**src/core/sbl_regs.svh**
```systemverilog
// register offsets, field positions, reset values and timing counts
`ifndef SBL_REGS_SVH
`define SBL_REGS_SVH

`define SBL_ADDR_W         8
`define SBL_OFS_CTRL       8'h00
`define SBL_OFS_STATUS     8'h04
`define SBL_OFS_IRQ_STAT   8'h08
`define SBL_OFS_IRQ_MASK   8'h0C
`define SBL_OFS_LED_A      8'h10
`define SBL_OFS_LED_B      8'h14
`define SBL_OFS_LED_C      8'h18
`define SBL_OFS_PORT_STATE 8'h1C

`define SBL_CTRL_INIT_DONE 0
`define SBL_IRQ_READY      0
`define SBL_IRQ_REFUSED    1
`define SBL_IRQ_W          2
`define SBL_MASK_RST       2'h3

`define SBL_BOOT_CPU       2'h0
`define SBL_BOOT_STANDALONE 2'h2
`define SBL_BOOT_EEPROM    2'h3

`define SBL_PSTATE_DISABLED 2'h0
`define SBL_PSTATE_FORWARD  2'h3

`define SBL_CLK_MHZ        200
`define SBL_LED_CLK_NS     80
`define SBL_LED_HALF_CYC   ((`SBL_LED_CLK_NS * `SBL_CLK_MHZ) / 2000)

`define SBL_RESP_OKAY      2'h0
`define SBL_RESP_SLVERR    2'h2

`endif

```
**src/core/sbl_pkg.sv**
```systemverilog
// types for the bootstrap and led block
package sbl_pkg;
    typedef enum logic [1:0] {
        SBL_MEDIA_COPPER_AN,
        SBL_MEDIA_FIBER,
        SBL_MEDIA_DIGITAL,
        SBL_MEDIA_OFF
    } sbl_media_e;
    typedef enum logic [1:0] {
        SBL_LS_IDLE,
        SBL_LS_SHIFT,
        SBL_LS_GAP
    } sbl_led_state_e;
endpackage

```
**src/core/sbl_bootstrap_led.sv**
```systemverilog
// bootstrap straps, boot mode, init gating, parallel and serial leds
// Operation
// - cpu boot mode: all ports start disabled
// - eeprom boot: ports forward unless overwritten
// - init done raises ready interrupt
// - register access refused while eeprom runs
// - parallel leds driven low during reset
// - serial led data follows led clock
// - strobe high while serial bit valid
// - port 0 strap: copper low, fiber high
// - port 1 strap: copper low, fiber high
// - port 5 strap high enables digital interface
// - port 4 strap low selects digital interface
// - ports 2 and 3 fixed at auto-negotiation
// - boot select 00 cpu, 10 standalone, 11 eeprom
// - ready low after halt, except standalone
`timescale 1ns/1ps
`include "sbl_regs.svh"
module sbl_bootstrap_led #(
    parameter int NPORTS = 6,
    parameter int NLED   = 5
) (
    input  wire logic               core_clk_i,
    input  wire logic               rst_i,
    input  wire logic [1:0]         boot_select_i,
    input  wire logic               first_port_media_strap_i,
    input  wire logic               second_port_media_strap_i,
    input  wire logic               cpu_port_iface_on_i,
    input  wire logic               fifth_port_iface_off_i,
    input  wire logic               eeprom_halt_i,
    input  wire logic               eeprom_ctrl_wr_i,
    input  wire logic [NPORTS*2-1:0] eeprom_port_state_i,
    input  wire logic [NLED-1:0]    port_status_a_i,
    input  wire logic [NLED-1:0]    port_status_b_i,
    input  wire logic [NLED-1:0]    port_status_c_i,
    input  wire logic               s_axi_awvalid,
    output logic                    s_axi_awready,
    input  wire logic [7:0]         s_axi_awaddr,
    input  wire logic               s_axi_wvalid,
    output logic                    s_axi_wready,
    input  wire logic [31:0]        s_axi_wdata,
    input  wire logic [3:0]         s_axi_wstrb,
    output logic                    s_axi_bvalid,
    input  wire logic               s_axi_bready,
    output logic [1:0]              s_axi_bresp,
    input  wire logic               s_axi_arvalid,
    output logic                    s_axi_arready,
    input  wire logic [7:0]         s_axi_araddr,
    output logic                    s_axi_rvalid,
    input  wire logic               s_axi_rready,
    output logic [31:0]             s_axi_rdata,
    output logic [1:0]              s_axi_rresp,
    output logic [NPORTS*2-1:0]     port_media_o,
    output logic [NPORTS*2-1:0]     port_state_o,
    output logic                    ports_active_o,
    output logic                    init_done_irq_n_o,
    output logic                    irq_o,
    output logic [NLED-1:0]         port_led_a_n_o,
    output logic [NLED-1:0]         port_led_b_n_o,
    output logic [NLED-1:0]         port_led_c_n_o,
    output logic                    led_shift_clock_o,
    output logic                    led_serial_out_o,
    output logic                    led_serial_strobe_o
);
    // strap capture one cycle after reset release
    logic       strap_taken_r;
    logic       init_done_r;
    logic [1:0] irq_stat_r;
    logic [1:0] irq_mask_r;
    logic [NLED-1:0] led_en_a_r;
    logic [NLED-1:0] led_en_b_r;
    logic [NLED-1:0] led_en_c_r;

    wire boot_cpu  = (boot_select_i == `SBL_BOOT_CPU);
    wire boot_sa   = (boot_select_i == `SBL_BOOT_STANDALONE);
    wire boot_ee   = (boot_select_i == `SBL_BOOT_EEPROM);
    // standalone ignores the eeprom, so init completes at once
    wire init_fin  = boot_sa || eeprom_halt_i;
    wire busy      = !init_done_r;

    // per-port media decode from straps
    wire [1:0] media_p0 = first_port_media_strap_i ? 2'(sbl_pkg::SBL_MEDIA_FIBER)
                                                   : 2'(sbl_pkg::SBL_MEDIA_COPPER_AN);
    wire [1:0] media_p1 = second_port_media_strap_i ? 2'(sbl_pkg::SBL_MEDIA_FIBER)
                                                    : 2'(sbl_pkg::SBL_MEDIA_COPPER_AN);
    wire [1:0] media_p4 = fifth_port_iface_off_i ? 2'(sbl_pkg::SBL_MEDIA_COPPER_AN)
                                                 : 2'(sbl_pkg::SBL_MEDIA_DIGITAL);
    wire [1:0] media_p5 = cpu_port_iface_on_i ? 2'(sbl_pkg::SBL_MEDIA_DIGITAL)
                                              : 2'(sbl_pkg::SBL_MEDIA_OFF);
    wire [1:0] media_an = 2'(sbl_pkg::SBL_MEDIA_COPPER_AN);
    wire [11:0] media_all = {media_p5, media_p4, media_an, media_an, media_p1, media_p0};

    // boot select is not latched; system keeps it static
    wire [1:0] start_state = boot_cpu ? `SBL_PSTATE_DISABLED : `SBL_PSTATE_FORWARD;

    always_ff @(posedge core_clk_i or posedge rst_i) begin
        if (rst_i) begin
            strap_taken_r <= 1'b0;
            port_media_o <= '0;
            ports_active_o <= 1'b0;
        end else if (!strap_taken_r) begin
            strap_taken_r <= 1'b1;
            port_media_o <= (NPORTS*2)'(media_all);
        end else begin
            ports_active_o <= 1'b1;
        end
    end

    always_ff @(posedge core_clk_i or posedge rst_i) begin
        if (rst_i) begin
            port_state_o <= '0;
        end else if (!strap_taken_r) begin
            port_state_o <= {NPORTS{start_state}};
        end else if (boot_ee && busy && eeprom_ctrl_wr_i) begin
            port_state_o <= eeprom_port_state_i;
        end
    end

    // init done and ready interrupt, active low, never in standalone
    always_ff @(posedge core_clk_i or posedge rst_i) begin
        if (rst_i) begin
            init_done_r <= 1'b0;
            init_done_irq_n_o <= 1'b1;
        end else begin
            if (strap_taken_r && init_fin) begin
                init_done_r <= 1'b1;
            end
            init_done_irq_n_o <= !(init_done_r && !boot_sa);
        end
    end

    // axi4-lite slave: both write channels taken together, single beat
    wire wr_go  = s_axi_awvalid && s_axi_wvalid && !s_axi_bvalid;
    wire rd_go  = s_axi_arvalid && !s_axi_rvalid;
    wire [7:0] wa = s_axi_awaddr;
    wire [7:0] ra = s_axi_araddr;
    wire wa_irqs  = (wa == `SBL_OFS_IRQ_STAT);
    wire wa_mask  = (wa == `SBL_OFS_IRQ_MASK);
    wire wa_led   = (wa == `SBL_OFS_LED_A) || (wa == `SBL_OFS_LED_B)
                    || (wa == `SBL_OFS_LED_C);
    wire wa_ok    = wa_irqs || wa_mask || wa_led || (wa == `SBL_OFS_CTRL)
                    || (wa == `SBL_OFS_STATUS) || (wa == `SBL_OFS_PORT_STATE);
    wire wr_do    = wr_go && !busy && s_axi_wstrb[0];
    wire rd_ok    = (ra == `SBL_OFS_CTRL) || (ra == `SBL_OFS_STATUS)
                    || (ra == `SBL_OFS_IRQ_STAT) || (ra == `SBL_OFS_IRQ_MASK)
                    || (ra == `SBL_OFS_LED_A) || (ra == `SBL_OFS_LED_B)
                    || (ra == `SBL_OFS_LED_C) || (ra == `SBL_OFS_PORT_STATE);
    wire [31:0] rd_val;
    assign rd_val = (ra == `SBL_OFS_CTRL) ? {31'h0, init_done_r}
        : (ra == `SBL_OFS_STATUS) ? {16'h0, port_media_o, ports_active_o, 1'b0,
                                     boot_select_i}
        : (ra == `SBL_OFS_IRQ_STAT) ? {30'h0, irq_stat_r}
        : (ra == `SBL_OFS_IRQ_MASK) ? {30'h0, irq_mask_r}
        : (ra == `SBL_OFS_LED_A) ? {27'h0, led_en_a_r}
        : (ra == `SBL_OFS_LED_B) ? {27'h0, led_en_b_r}
        : (ra == `SBL_OFS_LED_C) ? {27'h0, led_en_c_r}
        : (ra == `SBL_OFS_PORT_STATE) ? {20'h0, port_state_o}
        : 32'h0;
    wire refused_ev = (wr_go || rd_go) && busy;
    // ready event lasts the one cycle before the ready pin falls
    wire ready_ev = init_done_r && init_done_irq_n_o && !boot_sa;
    wire [1:0] ev = {refused_ev, ready_ev};
    wire [1:0] w1c = (wr_do && wa_irqs) ? s_axi_wdata[1:0] : 2'h0;

    always_ff @(posedge core_clk_i or posedge rst_i) begin
        if (rst_i) begin
            s_axi_awready <= 1'b0;
            s_axi_wready <= 1'b0;
            s_axi_bvalid <= 1'b0;
            s_axi_bresp <= `SBL_RESP_OKAY;
        end else begin
            s_axi_awready <= wr_go;
            s_axi_wready <= wr_go;
            if (wr_go) begin
                s_axi_bvalid <= 1'b1;
                s_axi_bresp <= (busy || !wa_ok) ? `SBL_RESP_SLVERR : `SBL_RESP_OKAY;
            end else if (s_axi_bready) begin
                s_axi_bvalid <= 1'b0;
            end
        end
    end

    always_ff @(posedge core_clk_i or posedge rst_i) begin
        if (rst_i) begin
            s_axi_arready <= 1'b0;
            s_axi_rvalid <= 1'b0;
            s_axi_rdata <= 32'h0;
            s_axi_rresp <= `SBL_RESP_OKAY;
        end else begin
            s_axi_arready <= rd_go;
            if (rd_go) begin
                s_axi_rvalid <= 1'b1;
                s_axi_rdata <= busy ? 32'h0 : rd_val;
                s_axi_rresp <= (busy || !rd_ok) ? `SBL_RESP_SLVERR : `SBL_RESP_OKAY;
            end else if (s_axi_rready) begin
                s_axi_rvalid <= 1'b0;
            end
        end
    end

    // sticky events, set wins over write-one-to-clear
    always_ff @(posedge core_clk_i or posedge rst_i) begin
        if (rst_i) begin
            irq_stat_r <= 2'h0;
            irq_mask_r <= `SBL_MASK_RST;
            irq_o <= 1'b0;
        end else begin
            irq_stat_r <= (irq_stat_r & ~w1c) | ev;
            if (wr_do && wa_mask) begin
                irq_mask_r <= s_axi_wdata[1:0];
            end
            irq_o <= |(irq_stat_r & irq_mask_r);
        end
    end

    // led enables; out of reset an output lights only when enabled and status active
    always_ff @(posedge core_clk_i or posedge rst_i) begin
        if (rst_i) begin
            led_en_a_r <= '1;
            led_en_b_r <= '1;
            led_en_c_r <= '1;
        end else if (wr_do) begin
            if (wa == `SBL_OFS_LED_A) led_en_a_r <= s_axi_wdata[NLED-1:0];
            if (wa == `SBL_OFS_LED_B) led_en_b_r <= s_axi_wdata[NLED-1:0];
            if (wa == `SBL_OFS_LED_C) led_en_c_r <= s_axi_wdata[NLED-1:0];
        end
    end

    always_ff @(posedge core_clk_i or posedge rst_i) begin
        if (rst_i) begin
            port_led_a_n_o <= '0;
            port_led_b_n_o <= '0;
            port_led_c_n_o <= '0;
        end else begin
            port_led_a_n_o <= ~(led_en_a_r & port_status_a_i);
            port_led_b_n_o <= ~(led_en_b_r & port_status_b_i);
            port_led_c_n_o <= ~(led_en_c_r & port_status_c_i);
        end
    end

    // serial stream carries all three status sets, port 4 first
    sbl_led_serializer #(
        .NBITS (3 * NLED)
    ) u_ser (
        .core_clk_i          (core_clk_i),
        .rst_i               (rst_i),
        .bits_i              ({port_status_c_i, port_status_b_i, port_status_a_i}),
        .led_shift_clock_o   (led_shift_clock_o),
        .led_serial_out_o    (led_serial_out_o),
        .led_serial_strobe_o (led_serial_strobe_o)
    );

    chk_cpu_ports_off: assert property (@(posedge core_clk_i) disable iff (rst_i)
        $rose(strap_taken_r) && boot_cpu |-> port_state_o == '0)
        else $error("cpu boot did not start ports disabled");
    chk_ee_ports_fwd: assert property (@(posedge core_clk_i) disable iff (rst_i)
        $rose(strap_taken_r) && boot_ee |-> port_state_o == {NPORTS{`SBL_PSTATE_FORWARD}})
        else $error("eeprom boot did not start ports forwarding");
    chk_ee_overwrite: assert property (@(posedge core_clk_i) disable iff (rst_i)
        strap_taken_r && boot_ee && busy && eeprom_ctrl_wr_i
        |=> port_state_o == $past(eeprom_port_state_i))
        else $error("eeprom port state write not applied");
    chk_ready_irq: assert property (@(posedge core_clk_i) disable iff (rst_i)
        $rose(init_done_r) && !boot_sa |=> !init_done_irq_n_o)
        else $error("ready interrupt missing after init");
    chk_ready_stat: assert property (@(posedge core_clk_i) disable iff (rst_i)
        $rose(init_done_r) && !boot_sa |=> irq_stat_r[`SBL_IRQ_READY])
        else $error("ready status bit not set after init");
    // irq pin lags the unmasked status by the one output flop
    chk_irq_level: assert property (@(posedge core_clk_i) disable iff (rst_i)
        |(irq_stat_r & irq_mask_r) |=> irq_o)
        else $error("irq low while unmasked status set");
    chk_standalone_quiet: assert property (@(posedge core_clk_i) disable iff (rst_i)
        boot_sa |=> init_done_irq_n_o)
        else $error("ready interrupt asserted in standalone");
    chk_standalone_init: assert property (@(posedge core_clk_i) disable iff (rst_i)
        strap_taken_r && boot_sa |=> init_done_r)
        else $error("standalone did not finish init at once");
    chk_busy_refuse: assert property (@(posedge core_clk_i) disable iff (rst_i)
        wr_go && busy |=> s_axi_bvalid && s_axi_bresp == `SBL_RESP_SLVERR)
        else $error("write accepted while eeprom busy");
    // refused writes must leave the mask and led enable registers untouched
    chk_busy_no_write: assert property (@(posedge core_clk_i) disable iff (rst_i)
        wr_go && busy |=> $stable(irq_mask_r) && $stable(led_en_a_r)
            && $stable(led_en_b_r) && $stable(led_en_c_r))
        else $error("register changed by a refused write");
    chk_busy_rd_refuse: assert property (@(posedge core_clk_i) disable iff (rst_i)
        rd_go && busy |=> s_axi_rvalid && s_axi_rresp == `SBL_RESP_SLVERR && s_axi_rdata == 32'h0)
        else $error("read answered while eeprom busy");
    chk_media_p0: assert property (@(posedge core_clk_i) disable iff (rst_i)
        $rose(strap_taken_r) |-> port_media_o[1:0] == $past(media_p0))
        else $error("port 0 media not taken from strap");
    chk_media_p1: assert property (@(posedge core_clk_i) disable iff (rst_i)
        $rose(strap_taken_r) |-> port_media_o[3:2] == $past(media_p1))
        else $error("port 1 media not taken from strap");
    chk_media_an: assert property (@(posedge core_clk_i) disable iff (rst_i)
        $rose(strap_taken_r) |-> port_media_o[7:4] == {2{2'(sbl_pkg::SBL_MEDIA_COPPER_AN)}})
        else $error("ports 2 and 3 not in auto-negotiation");
    chk_media_p4: assert property (@(posedge core_clk_i) disable iff (rst_i)
        $rose(strap_taken_r) |-> port_media_o[9:8] == $past(media_p4))
        else $error("port 4 mode not taken from strap");
    chk_media_p5: assert property (@(posedge core_clk_i) disable iff (rst_i)
        $rose(strap_taken_r) |-> port_media_o[11:10] == $past(media_p5))
        else $error("port 5 mode not taken from strap");
    chk_active_after: assert property (@(posedge core_clk_i) disable iff (rst_i)
        ports_active_o |-> strap_taken_r)
        else $error("port active before straps applied");
endmodule

```
**src/core/sbl_led_serializer.sv**
```systemverilog
// serial led shifter: drives shift clock, data and strobe
`timescale 1ns/1ps
`include "sbl_regs.svh"
module sbl_led_serializer #(
    parameter int NBITS = 15
) (
    input  wire logic             core_clk_i,
    input  wire logic             rst_i,
    input  wire logic [NBITS-1:0] bits_i,
    output logic                  led_shift_clock_o,
    output logic                  led_serial_out_o,
    output logic                  led_serial_strobe_o
);
    localparam int HALF = (`SBL_LED_HALF_CYC < 1) ? 1 : `SBL_LED_HALF_CYC;
    localparam int CW = $clog2(HALF + 1);
    localparam int BW = $clog2(NBITS + 1);

    sbl_pkg::sbl_led_state_e st_r;
    logic [CW-1:0]    div_r;
    logic [BW-1:0]    idx_r;
    logic [NBITS-1:0] shreg_r;
    wire              tick = (div_r == CW'(HALF - 1));
    wire              fall = tick && led_shift_clock_o;

    always_ff @(posedge core_clk_i or posedge rst_i) begin
        if (rst_i) begin
            div_r <= '0;
            led_shift_clock_o <= 1'b0;
        end else begin
            div_r <= tick ? '0 : div_r + CW'(1);
            if (tick) begin
                led_shift_clock_o <= ~led_shift_clock_o;
            end
        end
    end

    // data and strobe change on the falling edge, stable at the rising one
    always_ff @(posedge core_clk_i or posedge rst_i) begin
        if (rst_i) begin
            st_r <= sbl_pkg::SBL_LS_IDLE;
            idx_r <= '0;
            shreg_r <= '0;
            led_serial_out_o <= 1'b0;
            led_serial_strobe_o <= 1'b0;
        end else if (fall) begin
            case (st_r)
                sbl_pkg::SBL_LS_IDLE: begin
                    shreg_r <= bits_i;
                    idx_r <= '0;
                    st_r <= sbl_pkg::SBL_LS_SHIFT;
                end
                sbl_pkg::SBL_LS_SHIFT: begin
                    led_serial_out_o <= shreg_r[NBITS-1];
                    led_serial_strobe_o <= 1'b1;
                    shreg_r <= {shreg_r[NBITS-2:0], 1'b0};
                    idx_r <= idx_r + BW'(1);
                    if (idx_r == BW'(NBITS - 1)) begin
                        st_r <= sbl_pkg::SBL_LS_GAP;
                    end
                end
                default: begin
                    led_serial_strobe_o <= 1'b0;
                    led_serial_out_o <= 1'b0;
                    st_r <= sbl_pkg::SBL_LS_IDLE;
                end
            endcase
        end
    end

    // strobe only ever moves together with the falling shift clock
    chk_strobe_on_fall: assert property (@(posedge core_clk_i) disable iff (rst_i)
        $changed(led_serial_strobe_o) |-> $fell(led_shift_clock_o))
        else $error("strobe changed off the falling led clock");
    chk_data_on_fall: assert property (@(posedge core_clk_i) disable iff (rst_i)
        $changed(led_serial_out_o) |-> $fell(led_shift_clock_o))
        else $error("serial data changed off the falling led clock");
endmodule

```
**config.mk**
```make
export PLATFORM = sky130hd
export DESIGN_NAME = sbl_bootstrap_led
export DESIGN_NICKNAME = d
export VERILOG_FILES = /design/src/core/sbl_pkg.sv /design/src/core/sbl_bootstrap_led.sv /design/src/core/sbl_led_serializer.sv
export VERILOG_INCLUDE_DIRS = /design/src /design/src/core
export SDC_FILE = /design/constraint.sdc
export NUM_CORES = 1
export LEC_CHECK = 0
export BUFFER_PORTS_ARGS = -buffer_cell sky130_fd_sc_hd__buf_2
export CAP_MARGIN = 15
export CORE_ASPECT_RATIO = 1.1
export CORE_MARGIN = 3
export CORE_UTILIZATION = 47
export DETAILED_ROUTE_END_ITERATION = 16
export PLACE_DENSITY_LB_ADDON = 0.05
export SETUP_SLACK_MARGIN = 0.5
export SLEW_MARGIN = 20
export SYNTH_ARGS = -nofsm -noshare
export SYNTH_HDL_FRONTEND = slang
export SYNTH_HIERARCHICAL = 1
export SYNTH_SLANG_ARGS = --single-unit
```
**constraint.sdc**
```tcl
create_clock -name core_clk_i -period 2.3 [get_ports core_clk_i]
set_clock_uncertainty 0.05 [all_clocks]
set_input_delay 0.115 -clock core_clk_i [delete_from_list [all_inputs] [get_ports core_clk_i]]
set_output_delay 0.115 -clock core_clk_i [all_outputs]
set_load 0.005 [all_outputs]
```
==> results of run 1 <==
worst max-delay path, delay by kind of cell, from the launching register on:
kind	cells	cell delay, ns
multiplexers	1	0.30
buffers and inverters	2	0.33
AND/OR/NAND/NOR	3	0.68
flip-flops	1	0.38
per-layer routing:
layer  part of all wire, %  track usage (%)  vias to the layer above
li1                      -                -                     1692
met4                   1.7             5.07                        0
met1                    44             27.5                     1747
met5                     0                0                        -
met3                   5.6             3.70                       19
met2                    48             33.0                      122
area by class of cell:
cell class	count	area, um2
clock buffers	9	124
repair buffers	180	1160
fillers	785	3500
inverters	15	60.1
flip-flops and latches	105	2650
clock inverters	7	100
multi-input cells	262	1830
well taps	117	146
power groups by stage:
stage                     clock, mW  combinational (mW)  sequential (mW)
final                          1.28               0.391             1.96
after global routing           1.39               0.438             1.97
after CTS                      1.31               0.393             1.96
after detailed placement          0               0.335             1.99
after global placement            0               0.331             1.99
after floorplan                   0               0.199             1.99
kinds of logic after synthesis:
kind of cell,count (synthesis),synth area share (%)
other cells,2,0.158
xor+xnor,2,0.369
buf+inv,63,8.04
simple gates,102,12.4
mux,44,11.3
fa+ha+maj,3,0.791
flops,105,55.8
compound gates,84,11.1
path summary, 6_finish.rpt:
path / start / end / slack, ns
min: s_axi_wdata[1] / irq_mask_r[1] / 0.02
min reg2reg: led_en_a_r[3] / port_led_a_n_o[3] / 0.40
max reg2reg: s_axi_bvalid / led_en_b_r[1] / 0.50
max in group asynchronous: rst_i / led_en_c_r[0] / 1.48
max: s_axi_bvalid / led_en_b_r[1] / 0.50
min in group asynchronous: rst_i / u_ser/div_r[3] / 0.34
Yosys cell counts, drive strengths merged (4+ instances only):
cell type,count
inv,15
dfstp,18
nand2b,12
a21oi,43
mux2i,20
nor4,4
mux4,4
clkbuf,9
nor2,20
dfrtp,87
o21ai,11
nand2,38
and3,5
buf,39
mux2,20
a22o,11
through the flow:
step / utilization, % / cells / power [mW] / setup slack, ns
after CTS: 62.9 / 692 / 3.66 / 0.448
after global routing: 63.4 / 695 / 3.79 / 0.415
final: 63.4 / 695 / 3.63 / 0.503
after global placement: 56.0 / 632 / 2.32 / 0.407
after detailed placement: 56.0 / 632 / 2.33 / 0.388
after floorplan: - / 430 / 2.19 / 0.377
timing repair:
item / CTS / global route
pin swaps: 3 / 3
resized for setup: 2 / 7
endpoints found under the hold margin: 133 / 0
endpoints found under the setup margin: 17 / 17
hold buffers: 40 / 0
setup buffers: 4 / 3
state kept, by name (all words and copies together) (netlist names), 4 cells and up:
signal	flops
led_en_b_r	5
port_led_c_n_o	5
port_state_o	12
port_led_a_n_o	5
port_led_b_n_o	5
u_ser/div_r	4
u_ser/idx_r	4
port_media_o	5
led_en_a_r	5
s_axi_rdata	15
led_en_c_r	5
u_ser/shreg_r	15
==> results.md, run 1 <==
* Crit-path max FO at 5
* Crit share post-route at 78.1%
* Seq/Total Area, Yosys at 55.8%
* Slew @ Worst Pin at 0.535 ns
* Pre-Repair DR Iteration Count at 4
* Post-DP Area at 5370 um2
* Routability congestion estimate at 0.771
* Final hold viol count at 0
* Top_reg_cell synth: dfrtp_1
* Crit path max-delay cell type: dfrtp_1
* CTS max path bufs at 2
* Area of the core at 9580 um2
* Routed length per instance at 16.3 um
* F_max at 557 MHz
* Int Pwr at 2.73 mW
* # clock sinks at 105
* Layout cell share with drive strength beyond 1 at 36.2%
* Critical path startpoint category: register
* Post-synth EDFFs at 0
* CP arrival at 2.04 ns
* Type of element capturing the critical path: register
* Drt total wl at 11300 um
* # diodes at 0
* Status: completed
* Row count at 37
* Port Buffer Count at 123
* Worst skew pair latency at 0.36 ns
* Via count at 3580
* CP required at 2.54 ns
* Slew headroom at 64.3%
* Mean area per synthesized cell at 11.7 um2
* Max-cap violations at 0
* Switching Share at 24.8%
* Lkg Pwr at 2.83 nW
* Cell area after synthesis at 4750 um2
* Post-synth top area share at 45.9%
* Clk root buf: clkbuf_8
* Initial core utilization at 49.5%
* Synth Warn # at 6
* Die width at 102 um
* Hold crit path type: input port to register
* FFs w/ async S/R, synth at 100%
* #FFs+latches synth at 105
* Most frequent cells in the layout: 123 x buf_2, 87 x dfrtp_1, 43 x a21oi_1
* Synth cell types at 53
* Clock share of power at 35.4%
* CTS tree: done
* Initial antenna violation count at 0
* Crit-path cells: and3b_2, nand4b_4, buf_6, nor4_4, buf_6, mux2_4
* Post-synth top area cell: dfrtp_1
* Vias in the first global route at 3567
* Initial DRC count at 99
* Clk slew on worst S/H paths at 0.10 ns
* First-pass GRT wire length at 18100 um
* H-tree depth at 3
* Part of the power in registers at 53.9%
* CTS buffer count at 9
* Sw power at 0.902 mW
* Die ar. at 11300 um2
* Final setup viols at 0
* Overflow after GRT at 0
* Cells after Synth at 405
* ANT nets after route at 0
* Max-slew violations at 0
* Die height at 111 um
* Reg2reg path depth at 6
* Final HPWL DP at 7920 um
* Area contributors post-synth: dfrtp_1 46%, dfstp_2 10%, buf_4 4.6%
* Post-layout min period at 1.80 ns
* Worst ir drop on vdd at 0.267 mV
* Critical path's most frequent cell: buf_6
* Layout area overhead at 28.1%
* Power Density at 597 nW/um2
* Fin nets at 670
* Kind of critical path: register to register
* All-Layer GR Usage at 20.1%
* Largest net degree at the start of global routing at 78
* Via density per instance at 5.15
* Number of I/O pins at 180
* CP max stage delay at 0.38 ns
* Unrepaired setup endpoints after global routing: true
* Comb power frac at 10.8%
* Min Hold Slack at 0.0250 ns
* WHS Path Cells at 2
* Final setup TNS at 0 ns
* DRC Markers at 0
* Final instance area at 6080 um2
* Most common cell after layout, fill and taps aside: buf_2
(Power assumes the default switching activity.)
==> run 2, diff against run 1 <==
==> constraint.sdc (replaced) <==
create_clock -name core_clk_i -period 1.72 [get_ports core_clk_i]
set_clock_uncertainty 0.05 [all_clocks]
set_input_delay 0.086 -clock core_clk_i [delete_from_list [all_inputs] [get_ports core_clk_i]]
set_output_delay 0.086 -clock core_clk_i [all_outputs]
set_load 0.005 [all_outputs]
==> results.md, run 2 (synthesis gave the netlist of run 1 again) <==
* Area of the core at 9580 um2 (unchanged)
* All-Layer GR Usage at 21.3% (+1.2 points)
* Slew @ Worst Pin at 0.525 ns (-0.00971 ns)
* Lkg Pwr at 3.04 nW (+7.5%)
* Die ar. at 11300 um2 (unchanged)
* Initial DRC count at 105 (+6.1%)
* First-pass GRT wire length at 19100 um (+5.8%)
* Clk root buf: clkbuf_8
* H-tree depth at 3 (unchanged)
* F_max at 567 MHz (+1.9%)
* Kind of critical path: register to register
* CP required at 1.97 ns (-0.57 ns)
* Biggest regs: s_axi_rdata: 15 flops, u_ser/shreg_r: 15 flops, port_state_o: 12 flops
* Row count at 37 (unchanged)
* DRC Markers at 0 (unchanged)
* Hold crit path type: input port to register
* CP arrival at 2.02 ns (-0.02 ns)
* Worst ir drop on vdd at 0.440 mV (+65%)
* Final HPWL DP at 8340 um (+5.3%)
* Fill cells at 735 (-6.4%)
* Type of element capturing the critical path: register
* Fin nets at 701 (+4.6%)
* Final hold viol count at 0 (unchanged)
* Routability congestion estimate at 0.789 (+2.2%)
* # diodes at 0 (unchanged)
* Total Power at 4.66 mW (+28%)
* Unrepaired setup endpoints after global routing: true
* Layout cell share with drive strength beyond 1 at 49.4% (+13 points)
* Port Buffer Count at 123 (unchanged)
* Crit share post-route at 103% (+24 points)
* CTS tree: done
* Critical path startpoint category: register
* Power Density at 689 nW/um2 (+15%)
* Status: finished, violations left
* Multi-input gate area at 2210 um2 (+20%)
* Drt total wl at 11900 um (+5.3%)
* Via density per instance at 5.10 (-1.0%)
* Most common cell after layout, fill and taps aside: buf_2
* Vias in the first global route at 3736 (+4.7%)
* FF+latch area at 2660 um2 (+0.19%)
* Post-layout min period at 1.76 ns (-0.0328 ns)
* Routed length per instance at 16.4 um (+0.83%)
* Post-DP Area at 5670 um2 (+5.6%)
* CTS buffer count at 9 (unchanged)
* Via count at 3702 (+3.4%)
* Final instance area at 6760 um2 (+11%)
* Number of I/O pins at 180 (unchanged)
* Max-cap violations at 0 (unchanged)
* Layout area overhead at 42.5%
* Final cell count without fillers at 726 (+4.5%)
* Max-slew violations at 0 (unchanged)
* Most frequent cells in the layout: 123 x buf_2, 83 x dfrtp_1, 42 x dlygate4sd3_1
* Die width at 102 um (unchanged)
* Clk slew on worst S/H paths at 0.09 ns (about the same)
* Overflow after GRT at 0 (unchanged)
* # clock sinks at 105 (unchanged)
* Largest net degree at the start of global routing at 31 (-60%)
* Slew headroom at 64.9% (+0.57 points)
* DP Cell Count at 646 (+2.2%)
* Final setup viols at 10 (+10)
* Crit-path max FO at 5 (unchanged)
* Pre-Repair DR Iteration Count at 4 (unchanged)
* Die height at 111 um (unchanged)
* Initial core utilization at 49.5% (unchanged)
* Worst skew pair latency at 0.37 ns (about the same)
* Setup ws final at -0.0437 ns (-0.547 ns)
* CTS max path bufs at 2 (unchanged)
* ANT nets after route at 0 (unchanged)
* Violated checks: negative setup slack
* Initial antenna violation count at 0 (unchanged)
-- run 2: changes by cell type in the layout (fill, tap and decap cells not counted), sizes merged --
cell,previous run,this run
dlygate4sd3,40,42
clkinv,2,0
clkbuf,9,14
clkinvlp,1,3
inv,17,14
buf,140,169
bufinv,2,0
-- run 2: layout make-up --
class | instances | area share, %
Sequential cell | 105 | 39.3
Multi-Input combinational cell | 262 | 32.7
Timing Repair Buffer | 211 | 22.4
Clock buffer | 14 | 2.41
Tap cell | 117 | 2.17
Inverter | 15 | 0.888
Clock inverter | 2 | 0.222
-- run 2: worst max-delay path: stages, from the launching register on --
cell and delay [ns]:
dfrtp_1 0.38, and3b_2 0.26, nand4b_4 0.12, or4_4 0.57, mux2_4 0.32
-- run 2: per-layer routing --
metal | routed length, um | GRT usage, %
met3 | 542 | 2.88
met1 | 5110 | 28.6
met4 | 165 | 5.69
met5 | 0 | 0
met2 | 6090 | 36.3
-- run 2: stage by stage --
step / setup TNS [ns] / utilization (%) / setup slack [ns] / hold slack [ns]
finish: -0.234 / 70.6 / -0.0437 / 0.0461
global route: -1.36 / 70.6 / -0.113 / 0.0881
CTS: -0.321 / 69.5 / -0.0509 / 0.0256
detailed placement: -0.844 / 59.1 / -0.0929 / 0.120
global placement: -0.638 / 59.1 / -0.0622 / 0.111
floorplan: -1.32 / - / -0.203 / 0.101
-- run 2: worst paths after layout --
check / cells after the start / end / slack [ns] / startpoint
setup / recovery: 4 / led_en_c_r[1] / -0.04 / s_axi_bvalid
hold / removal: 5 / irq_stat_r[1] / 0.05 / s_axi_awaddr[2]
setup reg to reg: 4 / led_en_c_r[1] / -0.04 / s_axi_bvalid
hold reg to reg: 1 / port_led_b_n_o[3] / 0.42 / led_en_b_r[3]
max in group asynchronous: 4 / init_done_irq_n_o / 0.78 / rst_i
min in group asynchronous: 3 / port_led_a_n_o[1] / 0.26 / rst_i
-- run 2: what timing repair did --
item	4_1_cts	5_1_grt
setup buffers	20	1
endpoints found under the setup margin	73	74
endpoints found under the hold margin	109	0
hold buffers	42	0
pin swaps	12	8
gates cloned	1	0
resized for setup	51	19
-- run 2: report_power, final --
part / switching (mW) / internal [mW]
Sequential: 0.0679 / 2.56
Clock: 0.800 / 0.609
Combinational: 0.304 / 0.320
Total: 1.17 / 3.49
